$ cat src/include/sit_pkg.sv
// shared constants and types of the scheduled interrupt timer
package sit_pkg;

  // function codes, three bcd digits
  localparam logic [11:0] FC_SET_INTERVAL = 12'h000;
  localparam logic [11:0] FC_SET_FIRST    = 12'h001;
  localparam logic [11:0] FC_READ_INTERVAL = 12'h002;
  // the only target selector served here
  localparam logic [11:0] SEL_SCHEDULED   = 12'h004;
  // subroutine number invoked by the scheduler, bcd
  localparam logic [7:0]  SUB_SCHEDULED   = 8'h99;

  // reset values and the expiry count
  localparam logic [15:0] BCD_ZERO        = 16'h0000;
  localparam logic [15:0] BCD_ONE         = 16'h0001;
  localparam logic [15:0] RESUME_RST      = 16'h0000;

  // timing: one countdown step per hundredth of a second
  localparam int unsigned CLK_PERIOD_NS   = 8;
  localparam int unsigned TICK_MS         = 10;
  localparam int unsigned TICK_CYCLES     = (TICK_MS * 1000000) / CLK_PERIOD_NS;

  // one control instruction as presented by the processor
  typedef struct packed {
    logic [11:0] function_code; // bcd function code
    logic [11:0] selector;      // target selector
    logic [15:0] data;          // data operand value (constant or word content)
    logic        data_is_const; // operand given as immediate constant
    logic        indirect;      // operand reached through an indirect data_memory_area word
    logic        ind_exists;    // indirect word exists
    logic        ind_in_bounds; // indirect index stays inside the data_memory_area
  } sit_cmd_t;

  // service sequencer states, one-hot
  typedef enum logic [2:0] {
    SRV_IDLE  = 3'b001,
    SRV_PEND  = 3'b010,
    SRV_INSUB = 3'b100
  } sit_srv_t;

endpackage

$ cat src/hw/sit_scheduled_timer.sv
// scheduled interrupt timer: control instruction decode, bcd countdown and subroutine service
// Operation
// - instruction acts only when selector is 004, other selectors are errors
// - code 000 loads data as new repeat interval
// - code 001 loads data as delay to first interrupt
// - code 002 returns active repeat interval, timer untouched
// - times are four bcd digits, hundredths of a second, 00.01 to 99.99
// - repeat interval of zero cancels further periodic interrupts
// - new repeat interval accepted at any time while running
// - new repeat interval takes effect only after the next interrupt, or at once while the timer is stopped
// - first delay of zero raises no interrupt
// - code 001 restarts timing at once, changing spacing for one period
// - every first-delay rewrite restarts the countdown
// - subroutine not invoked until times programmed by the instruction
// - firing moment depends only on programmed timing, not scan cycle
// - after the subroutine, execution resumes exactly where main program stopped
// - bad function code, selector or operand sets error and skips instruction
// - bad indirect word (missing, non-bcd, out of bounds) sets error
// - scheduled interrupt always invokes subroutine 99
`timescale 1ns/1ps
module sit_scheduled_timer #(
  parameter int unsigned TICK_CYCLES = sit_pkg::TICK_CYCLES
) (
  input  wire logic              core_clk_i,
  input  wire logic              rst_i,
  input  wire logic              cmd_valid_i,
  input  wire sit_pkg::sit_cmd_t cmd_i,
  input  wire logic              insn_boundary_i,
  input  wire logic [15:0]       pc_i,
  input  wire logic              sub_ret_i,
  output logic                   error_flag_o,
  output logic                   rd_valid_o,
  output logic [15:0]            rd_data_o,
  output logic                   sub_start_o,
  output logic [7:0]             sub_num_o,
  output logic                   resume_o,
  output logic [15:0]            resume_addr_o,
  output logic                   in_sub_o
);

  localparam int unsigned TW = $clog2(TICK_CYCLES + 1);
  localparam logic [TW-1:0] TICK_LAST = TW'(TICK_CYCLES - 1);
  localparam logic [TW-1:0] TICK_ZERO = TW'(0);

  // true when every nibble is a decimal digit
  function automatic logic sit_is_bcd(input logic [15:0] v);
    logic ok;
    ok = 1'b1;
    for (int i = 0; i < 4; i++) begin
      if (v[4*i +: 4] > 4'h9) begin
        ok = 1'b0;
      end
    end
    return ok;
  endfunction

  // subtract one from a four-digit bcd value
  function automatic logic [15:0] sit_bcd_dec(input logic [15:0] v);
    logic [15:0] r;
    logic        b;
    r = v;
    b = 1'b1;
    for (int i = 0; i < 4; i++) begin
      if (b) begin
        if (r[4*i +: 4] == 4'h0) begin
          r[4*i +: 4] = 4'h9;
        end else begin
          r[4*i +: 4] = r[4*i +: 4] - 4'h1;
          b = 1'b0;
        end
      end
    end
    return r;
  endfunction

  logic [TW-1:0]     tick_cnt_r;
  logic [15:0]       countdown_r;
  logic [15:0]       interval_r;
  logic [15:0]       pend_interval_r;
  logic              running_r;
  logic              int_set_r;
  logic              delay_set_r;
  sit_pkg::sit_srv_t srv_r;
  sit_pkg::sit_srv_t srv_nxt;
  logic [15:0]       resume_addr_r;
  logic              error_r;
  logic              rd_valid_r;
  logic [15:0]       rd_data_r;
  logic              sub_start_r;
  logic              resume_r;

  // instruction checks
  wire fc_set_int  = cmd_i.function_code == sit_pkg::FC_SET_INTERVAL;
  wire fc_set_1st  = cmd_i.function_code == sit_pkg::FC_SET_FIRST;
  wire fc_read     = cmd_i.function_code == sit_pkg::FC_READ_INTERVAL;
  wire fc_ok       = fc_set_int | fc_set_1st | fc_read;
  wire sel_ok      = cmd_i.selector == sit_pkg::SEL_SCHEDULED;
  wire const_ok    = !(cmd_i.data_is_const && fc_read);
  wire time_ok     = fc_read || sit_is_bcd(cmd_i.data);
  wire ind_ok      = !cmd_i.indirect ||
                     (cmd_i.ind_exists && cmd_i.ind_in_bounds && sit_is_bcd(cmd_i.data));
  wire cmd_ok      = fc_ok && sel_ok && const_ok && time_ok && ind_ok;
  wire do_set_int  = cmd_valid_i && cmd_ok && fc_set_int;
  wire do_set_1st  = cmd_valid_i && cmd_ok && fc_set_1st;
  wire do_read     = cmd_valid_i && cmd_ok && fc_read;

  // tick and expiry; the countdown runs on its own timebase, never on the scan
  wire tick        = tick_cnt_r == TICK_LAST;
  wire expire      = tick && running_r && countdown_r == sit_pkg::BCD_ONE;
  wire fire        = expire && int_set_r && delay_set_r;
  // a write landing on the expiry cycle is the value the next period uses, so count and readback agree
  wire [15:0] reload_val = do_set_int ? cmd_i.data : pend_interval_r;
  wire reload_zero = reload_val == sit_pkg::BCD_ZERO;

  // tick prescaler, realigned on a first-delay write so the new delay is exact
  always_ff @(posedge core_clk_i) begin
    if (rst_i || do_set_1st || tick) begin
      tick_cnt_r <= TICK_ZERO;
    end else begin
      tick_cnt_r <= tick_cnt_r + TW'(1);
    end
  end

  // countdown and run state; a first-delay write beats an expiry in the same cycle
  always_ff @(posedge core_clk_i) begin
    if (rst_i) begin
      countdown_r <= sit_pkg::BCD_ZERO;
      running_r   <= 1'b0;
    end else if (do_set_1st) begin
      countdown_r <= cmd_i.data;
      running_r   <= cmd_i.data != sit_pkg::BCD_ZERO;
    end else if (expire) begin
      countdown_r <= reload_val;
      running_r   <= !reload_zero;
    end else if (tick && running_r) begin
      countdown_r <= sit_bcd_dec(countdown_r);
    end
  end

  // repeat interval: written value waits while running, active value swaps at expiry
  always_ff @(posedge core_clk_i) begin
    if (rst_i) begin
      pend_interval_r <= sit_pkg::BCD_ZERO;
      interval_r      <= sit_pkg::BCD_ZERO;
    end else begin
      if (do_set_int) begin
        pend_interval_r <= cmd_i.data;
      end
      if (expire) begin
        interval_r <= reload_val;
      end else if (do_set_int && !running_r) begin
        interval_r <= cmd_i.data;                          // nothing timed yet, apply now
      end
    end
  end

  // programmed-by-instruction flags; a missing first delay means no firing at all
  always_ff @(posedge core_clk_i) begin
    if (rst_i) begin
      int_set_r   <= 1'b0;
      delay_set_r <= 1'b0;
    end else begin
      int_set_r   <= int_set_r | do_set_int;
      delay_set_r <= delay_set_r | do_set_1st;
    end
  end

  // instruction result: error per instruction, read answer one cycle later
  always_ff @(posedge core_clk_i) begin
    if (rst_i) begin
      error_r    <= 1'b0;
      rd_valid_r <= 1'b0;
      rd_data_r  <= sit_pkg::BCD_ZERO;
    end else begin
      if (cmd_valid_i) begin
        error_r <= !cmd_ok;
      end
      rd_valid_r <= do_read;
      if (do_read) begin
        rd_data_r <= interval_r;
      end
    end
  end

  // service sequencer: a pending fire is entered only at an instruction boundary
  always_comb begin
    srv_nxt = srv_r;
    case (srv_r)
      sit_pkg::SRV_IDLE: begin
        if (fire) begin
          srv_nxt = sit_pkg::SRV_PEND;
        end
      end
      sit_pkg::SRV_PEND: begin
        if (insn_boundary_i) begin
          srv_nxt = sit_pkg::SRV_INSUB;
        end
      end
      sit_pkg::SRV_INSUB: begin
        if (sub_ret_i) begin
          srv_nxt = fire ? sit_pkg::SRV_PEND : sit_pkg::SRV_IDLE;
        end
      end
      default: begin
        srv_nxt = sit_pkg::SRV_IDLE;
      end
    endcase
  end

  wire enter_sub = srv_r == sit_pkg::SRV_PEND && insn_boundary_i;
  wire leave_sub = srv_r == sit_pkg::SRV_INSUB && sub_ret_i;

  // fires that land while already pending merge into one entry, overruns are not queued
  always_ff @(posedge core_clk_i) begin
    if (rst_i) begin
      srv_r         <= sit_pkg::SRV_IDLE;
      resume_addr_r <= sit_pkg::RESUME_RST;
      sub_start_r   <= 1'b0;
      resume_r      <= 1'b0;
    end else begin
      srv_r       <= srv_nxt;
      sub_start_r <= enter_sub;
      resume_r    <= leave_sub;
      if (enter_sub) begin
        resume_addr_r <= pc_i;
      end
    end
  end

  assign error_flag_o  = error_r;
  assign rd_valid_o    = rd_valid_r;
  assign rd_data_o     = rd_data_r;
  assign sub_start_o   = sub_start_r;
  assign sub_num_o     = sit_pkg::SUB_SCHEDULED;
  assign resume_o      = resume_r;
  assign resume_addr_o = resume_addr_r;
  assign in_sub_o      = srv_r == sit_pkg::SRV_INSUB;

  property p_sel_err;
    @(posedge core_clk_i) disable iff (rst_i)
    cmd_valid_i && !sel_ok |=> error_flag_o;
  endproperty
  a_sel_err: assert property (p_sel_err) else $error("bad selector not flagged");

  property p_err_no_exec;
    @(posedge core_clk_i) disable iff (rst_i)
    cmd_valid_i && !cmd_ok && !expire && !tick |=> $stable(countdown_r) && $stable(pend_interval_r) && !rd_valid_o;
  endproperty
  a_err_no_exec: assert property (p_err_no_exec) else $error("erroneous instruction executed");

  property p_load_first;
    @(posedge core_clk_i) disable iff (rst_i)
    do_set_1st |=> countdown_r == $past(cmd_i.data) && tick_cnt_r == TICK_ZERO;
  endproperty
  a_load_first: assert property (p_load_first) else $error("first delay not loaded");

  property p_zero_first;
    @(posedge core_clk_i) disable iff (rst_i)
    do_set_1st && cmd_i.data == sit_pkg::BCD_ZERO |=> !running_r;
  endproperty
  a_zero_first: assert property (p_zero_first) else $error("zero first delay still running");

  property p_read;
    @(posedge core_clk_i) disable iff (rst_i)
    do_read |=> rd_valid_o && rd_data_o == $past(interval_r);
  endproperty
  a_read: assert property (p_read) else $error("read interval wrong");

  property p_defer;
    @(posedge core_clk_i) disable iff (rst_i)
    do_set_int && running_r && !expire |=> $stable(interval_r);
  endproperty
  a_defer: assert property (p_defer) else $error("interval applied before expiry");

  property p_programmed;
    @(posedge core_clk_i) disable iff (rst_i)
    sub_start_o |-> int_set_r && delay_set_r;
  endproperty
  a_programmed: assert property (p_programmed) else $error("subroutine started unprogrammed");

  property p_resume;
    @(posedge core_clk_i) disable iff (rst_i)
    enter_sub ##1 (in_sub_o && !sub_ret_i)[*1] ##1 sub_ret_i |=> resume_o && resume_addr_o == $past(pc_i, 3);
  endproperty
  a_resume: assert property (p_resume) else $error("resume address lost");

  property p_sub99;
    @(posedge core_clk_i) disable iff (rst_i)
    sub_start_o |-> sub_num_o == 8'h99 && $past(srv_r) == sit_pkg::SRV_PEND;
  endproperty
  a_sub99: assert property (p_sub99) else $error("wrong subroutine number");

  property p_tick_dec;
    @(posedge core_clk_i) disable iff (rst_i)
    tick && running_r && !expire && !do_set_1st |=> countdown_r == sit_bcd_dec($past(countdown_r));
  endproperty
  a_tick_dec: assert property (p_tick_dec) else $error("countdown step wrong");

  property p_cancel;
    @(posedge core_clk_i) disable iff (rst_i)
    expire && reload_zero && !do_set_1st |=> !running_r ##1 !fire;
  endproperty
  a_cancel: assert property (p_cancel) else $error("zero interval did not cancel");

endmodule

$ cat config.mk
export PLATFORM = sky130hd
export DESIGN_NAME = sit_scheduled_timer
export DESIGN_NICKNAME = d
export VERILOG_FILES = /design/src/include/sit_pkg.sv /design/src/hw/sit_scheduled_timer.sv
export SDC_FILE = /design/constraint.sdc
export NUM_CORES = 1
export LEC_CHECK = 0
export BUFFER_PORTS_ARGS = -buffer_cell sky130_fd_sc_hd__buf_2
export CAP_MARGIN = 20
export CORE_MARGIN = 4
export CORE_UTILIZATION = 49
export DETAILED_ROUTE_END_ITERATION = 8
export PLACE_DENSITY = 0.82
export RECOVER_POWER = 50
export SYNTH_ARGS = -nofsm -noshare
export SYNTH_HDL_FRONTEND = slang
export SYNTH_SLANG_ARGS = --single-unit
$ cat constraint.sdc
create_clock -name core_clk_i -period 2.42 [get_ports core_clk_i]
set_input_delay 0.605 -clock core_clk_i [delete_from_list [all_inputs] [get_ports core_clk_i]]
set_output_delay 0.605 -clock core_clk_i [all_outputs]
set_load 0.02 [all_outputs]
==> impl_metrics.env <==
export IMPL_status="finished clean"
export IMPL_finalSetupViolCount=0
export IMPL_worst_path_max_fanout=5
export IMPL_avgSynthCellArea_um2=7.841
export IMPL_netlist_area_um2=5167
export IMPL_whs_path_depth=1
export IMPL_post_route_drc_count=0
export IMPL_ios=110
export IMPL_detail_route_antenna_nets=0
export IMPL_area_growth_pct=28.69
export IMPL_initial_core_util_pct=50.28
export IMPL_ir_drop_uv=263.0
export IMPL_numCtsBuffers=9
export IMPL_die_h_um=110.7
export IMPL_placed_area_um2=6355
export IMPL_root_buffer="clkbuf_8"
export IMPL_power_density_nw_per_um2=469.3
export IMPL_cp_slowest_cell="or4_1"
export IMPL_diodes=0
export IMPL_cp_start_kind="flip-flop"
export IMPL_synth_top_area_share_pct=43.00
export IMPL_grt_setup_unrepaired="true"
export IMPL_end_kind="flip-flop"
export IMPL_vias=5469
export IMPL_r2r_setup_slack_ns=0.03
export IMPL_layout_commonest_cell="nand2_1"
export IMPL_slew_headroom_pct=51.83
export IMPL_drt_pass1_iterations=6
export IMPL_hold_path_class="reg2reg"
export IMPL_clockBufferDepth=2
export IMPL_cp_buffers_inverters=2
export IMPL_wire_per_inst_um=16.05
export IMPL_worstRegToRegCells=9
export IMPL_grt_pass1_vias=5173
export IMPL_synth_edf_count=0
export IMPL_cts_tree="yes"
export IMPL_row_count=37
export IMPL_hpwlAfterDp_um=11070
export IMPL_core_region_area_um2=10280
export IMPL_drv_cap=0
export IMPL_crit_chain="buf_4 -> or4_1 -> nor2_1 -> nor4b_4 -> nor2b_2 -> mux2i_2 -> buf_4 -> a21o_1 -> a21oi_1"
export IMPL_grt_start_max_net_pins=70
export IMPL_async_flop_share_pct=0
export IMPL_ys_seq_area_share_pct=43.00
export IMPL_antenna_found_initial=0
export IMPL_synth_largest_area_cell="dfxtp_1"
export IMPL_post_route_cell_area_um2=6650
export IMPL_syn_inst=659
export IMPL_worst_pin_slew_ns=0.7226
export IMPL_skew_ns=0.01306
export IMPL_place_gp_congestion=0.8881
export IMPL_fmax_mhz=417.6
export IMPL_clk_pin_slew_worst_paths_ns=0.10
export IMPL_yosys_warnings=0
export IMPL_final_cell_mix="nand2_1 (117), dfxtp_1 (109), nor2_1 (94)"
export IMPL_drive_gt1_share_pct=24.94
export IMPL_critPathMostFrequentCell="buf_4"
export IMPL_clock_sinks=111
export IMPL_cp_top_family="simple AND/OR/NAND/NOR gates"
export IMPL_slew_violations=0
export IMPL_fin_tns_setup_ns=0
export IMPL_die_x_um=110.7
export IMPL_die_area_um2=12250
export IMPL_arrival_ns=2.63
export IMPL_grt_use_total_pct=23.30
export IMPL_critPathKind="reg2reg"
export IMPL_htree_levels=3
export IMPL_viasPerCell=5.661
export IMPL_ctsHoldBuffers=0
export IMPL_fillCellCount=878
export IMPL_grt_overflow=0
export IMPL_fin_crit_sh_pct=98.96
export IMPL_worstPathRequired_ns=2.65
export IMPL_total_power_mw=3.121
export IMPL_grt_pass1_wl_um=23890
export IMPL_leakage_nw=2.558
export IMPL_hold_viol_final=0
export IMPL_min_period_ns=2.395
export IMPL_max_stage_delay_ns=0.56
export IMPL_synth_distinct_cells=62
export IMPL_holdWs_ns=0.4503
export IMPL_synth_seq_cells=111
export IMPL_post_route_util_pct=64.71
export IMPL_synth_ff_type="dfxtp_1"
export IMPL_cp_num_cells=9
export IMPL_drt_initial_drc_count=554
export IMPL_finalWirelength_um=15500
export IMPL_clock_latency_ns=0.39
export IMPL_num_nets_final=891
export IMPL_synth_top_cells_by_area="dfxtp_1 (43%), nand2_1 (8.5%), nor2_1 (6.8%), a21oi_1 (6.1%), o21ai_0 (3.4%)"
export IMPL_port_buffers=101
==> sequential cells by signal, summed over array words and instances (netlist names), 3 cells and up <==
register         flops
tick_cnt_r          21
countdown_r         16
interval_r          16
pend_interval_r     16
rd_data_o           16
resume_addr_o       16
srv_r                3
==> metrics by stage <==
step                instances  setup WS (ns)
floorplan                 665       -0.02001
global placement          944        -0.1110
detailed placement        944        -0.2210
CTS                       959        0.01890
global route              966       -0.06628
finish                    966        0.02511
==> power breakdown <==
group	internal [mW]	switching, mW
Combinational	0.0793	0.118
Sequential	1.83	0.00364
Clock	0.419	0.671
Total	2.33	0.792
==> final cells by class <==
class | instances | area, um^2 | share of cell area, %
Multi-Input combinational cell | 505 | 2858 | 42.97
Sequential cell | 111 | 2225 | 33.45
Timing Repair Buffer | 189 | 1177 | 17.70
Tap cell | 136 | 170.2 | 2.559
Clock buffer | 10 | 137.6 | 2.070
Clock inverter | 6 | 48.80 | 0.7338
Inverter | 9 | 33.78 | 0.5080
==> layer usage <==
layer  vias up  global-route usage [%]  routed length, um
li1       2611                       -                  -
met1      2588                   28.95               6425
met2       241                   39.48               7721
met3        29                   4.640               1080
met4         0                   9.524                276
met5         -                       0                  0
==> Yosys cell counts (6+ instances only) <==
library cell and number:
xnor2_1 8, and3_1 6, nand3_1 13, mux2i_1 9, clkbuf_1 26, nand2_1 117, nor2_1 94, a211oi_1 6
dfxtp_1 111, nand2b_1 6, buf_4 9, xor2_1 12, o21ai_0 35, nor3_1 26, a21oi_1 63, inv_1 9
nand4_1 10, nor4_1 18
==> cell families (layout without fill, tap and decap cells) <==
kind of cell / after synthesis / count (layout) / synth area share (%)
AND/OR/NAND/NOR: 327 / 327 / 30.63
AO/OA/AOI/OAI: 138 / 138 / 16.10
flip-flops: 111 / 111 / 43.00
buffers and inverters: 49 / 214 / 4.310
XOR/XNOR: 20 / 20 / 3.390
multiplexers: 11 / 11 / 2.179
other: 2 / 8 / 0.1453
adder cells (fa/ha/maj): 1 / 1 / 0.2421
==> final timing paths <==
kind / endpoint / startpoint
setup / recovery: countdown_r[9] / countdown_r[4]
hold / removal: tick_cnt_r[0] / tick_cnt_r[0]
setup reg to reg: countdown_r[9] / countdown_r[4]
hold reg to reg: tick_cnt_r[0] / tick_cnt_r[0]
==> what timing repair did <==
item                       CTS  global route
gates cloned                 0             1
gates resized for setup      8            15
hold endpoints to repair     0             0
setup endpoints to repair   14            23
buffers inserted             0             6
pin swaps                    1             8
(Power assumes the default switching activity.)
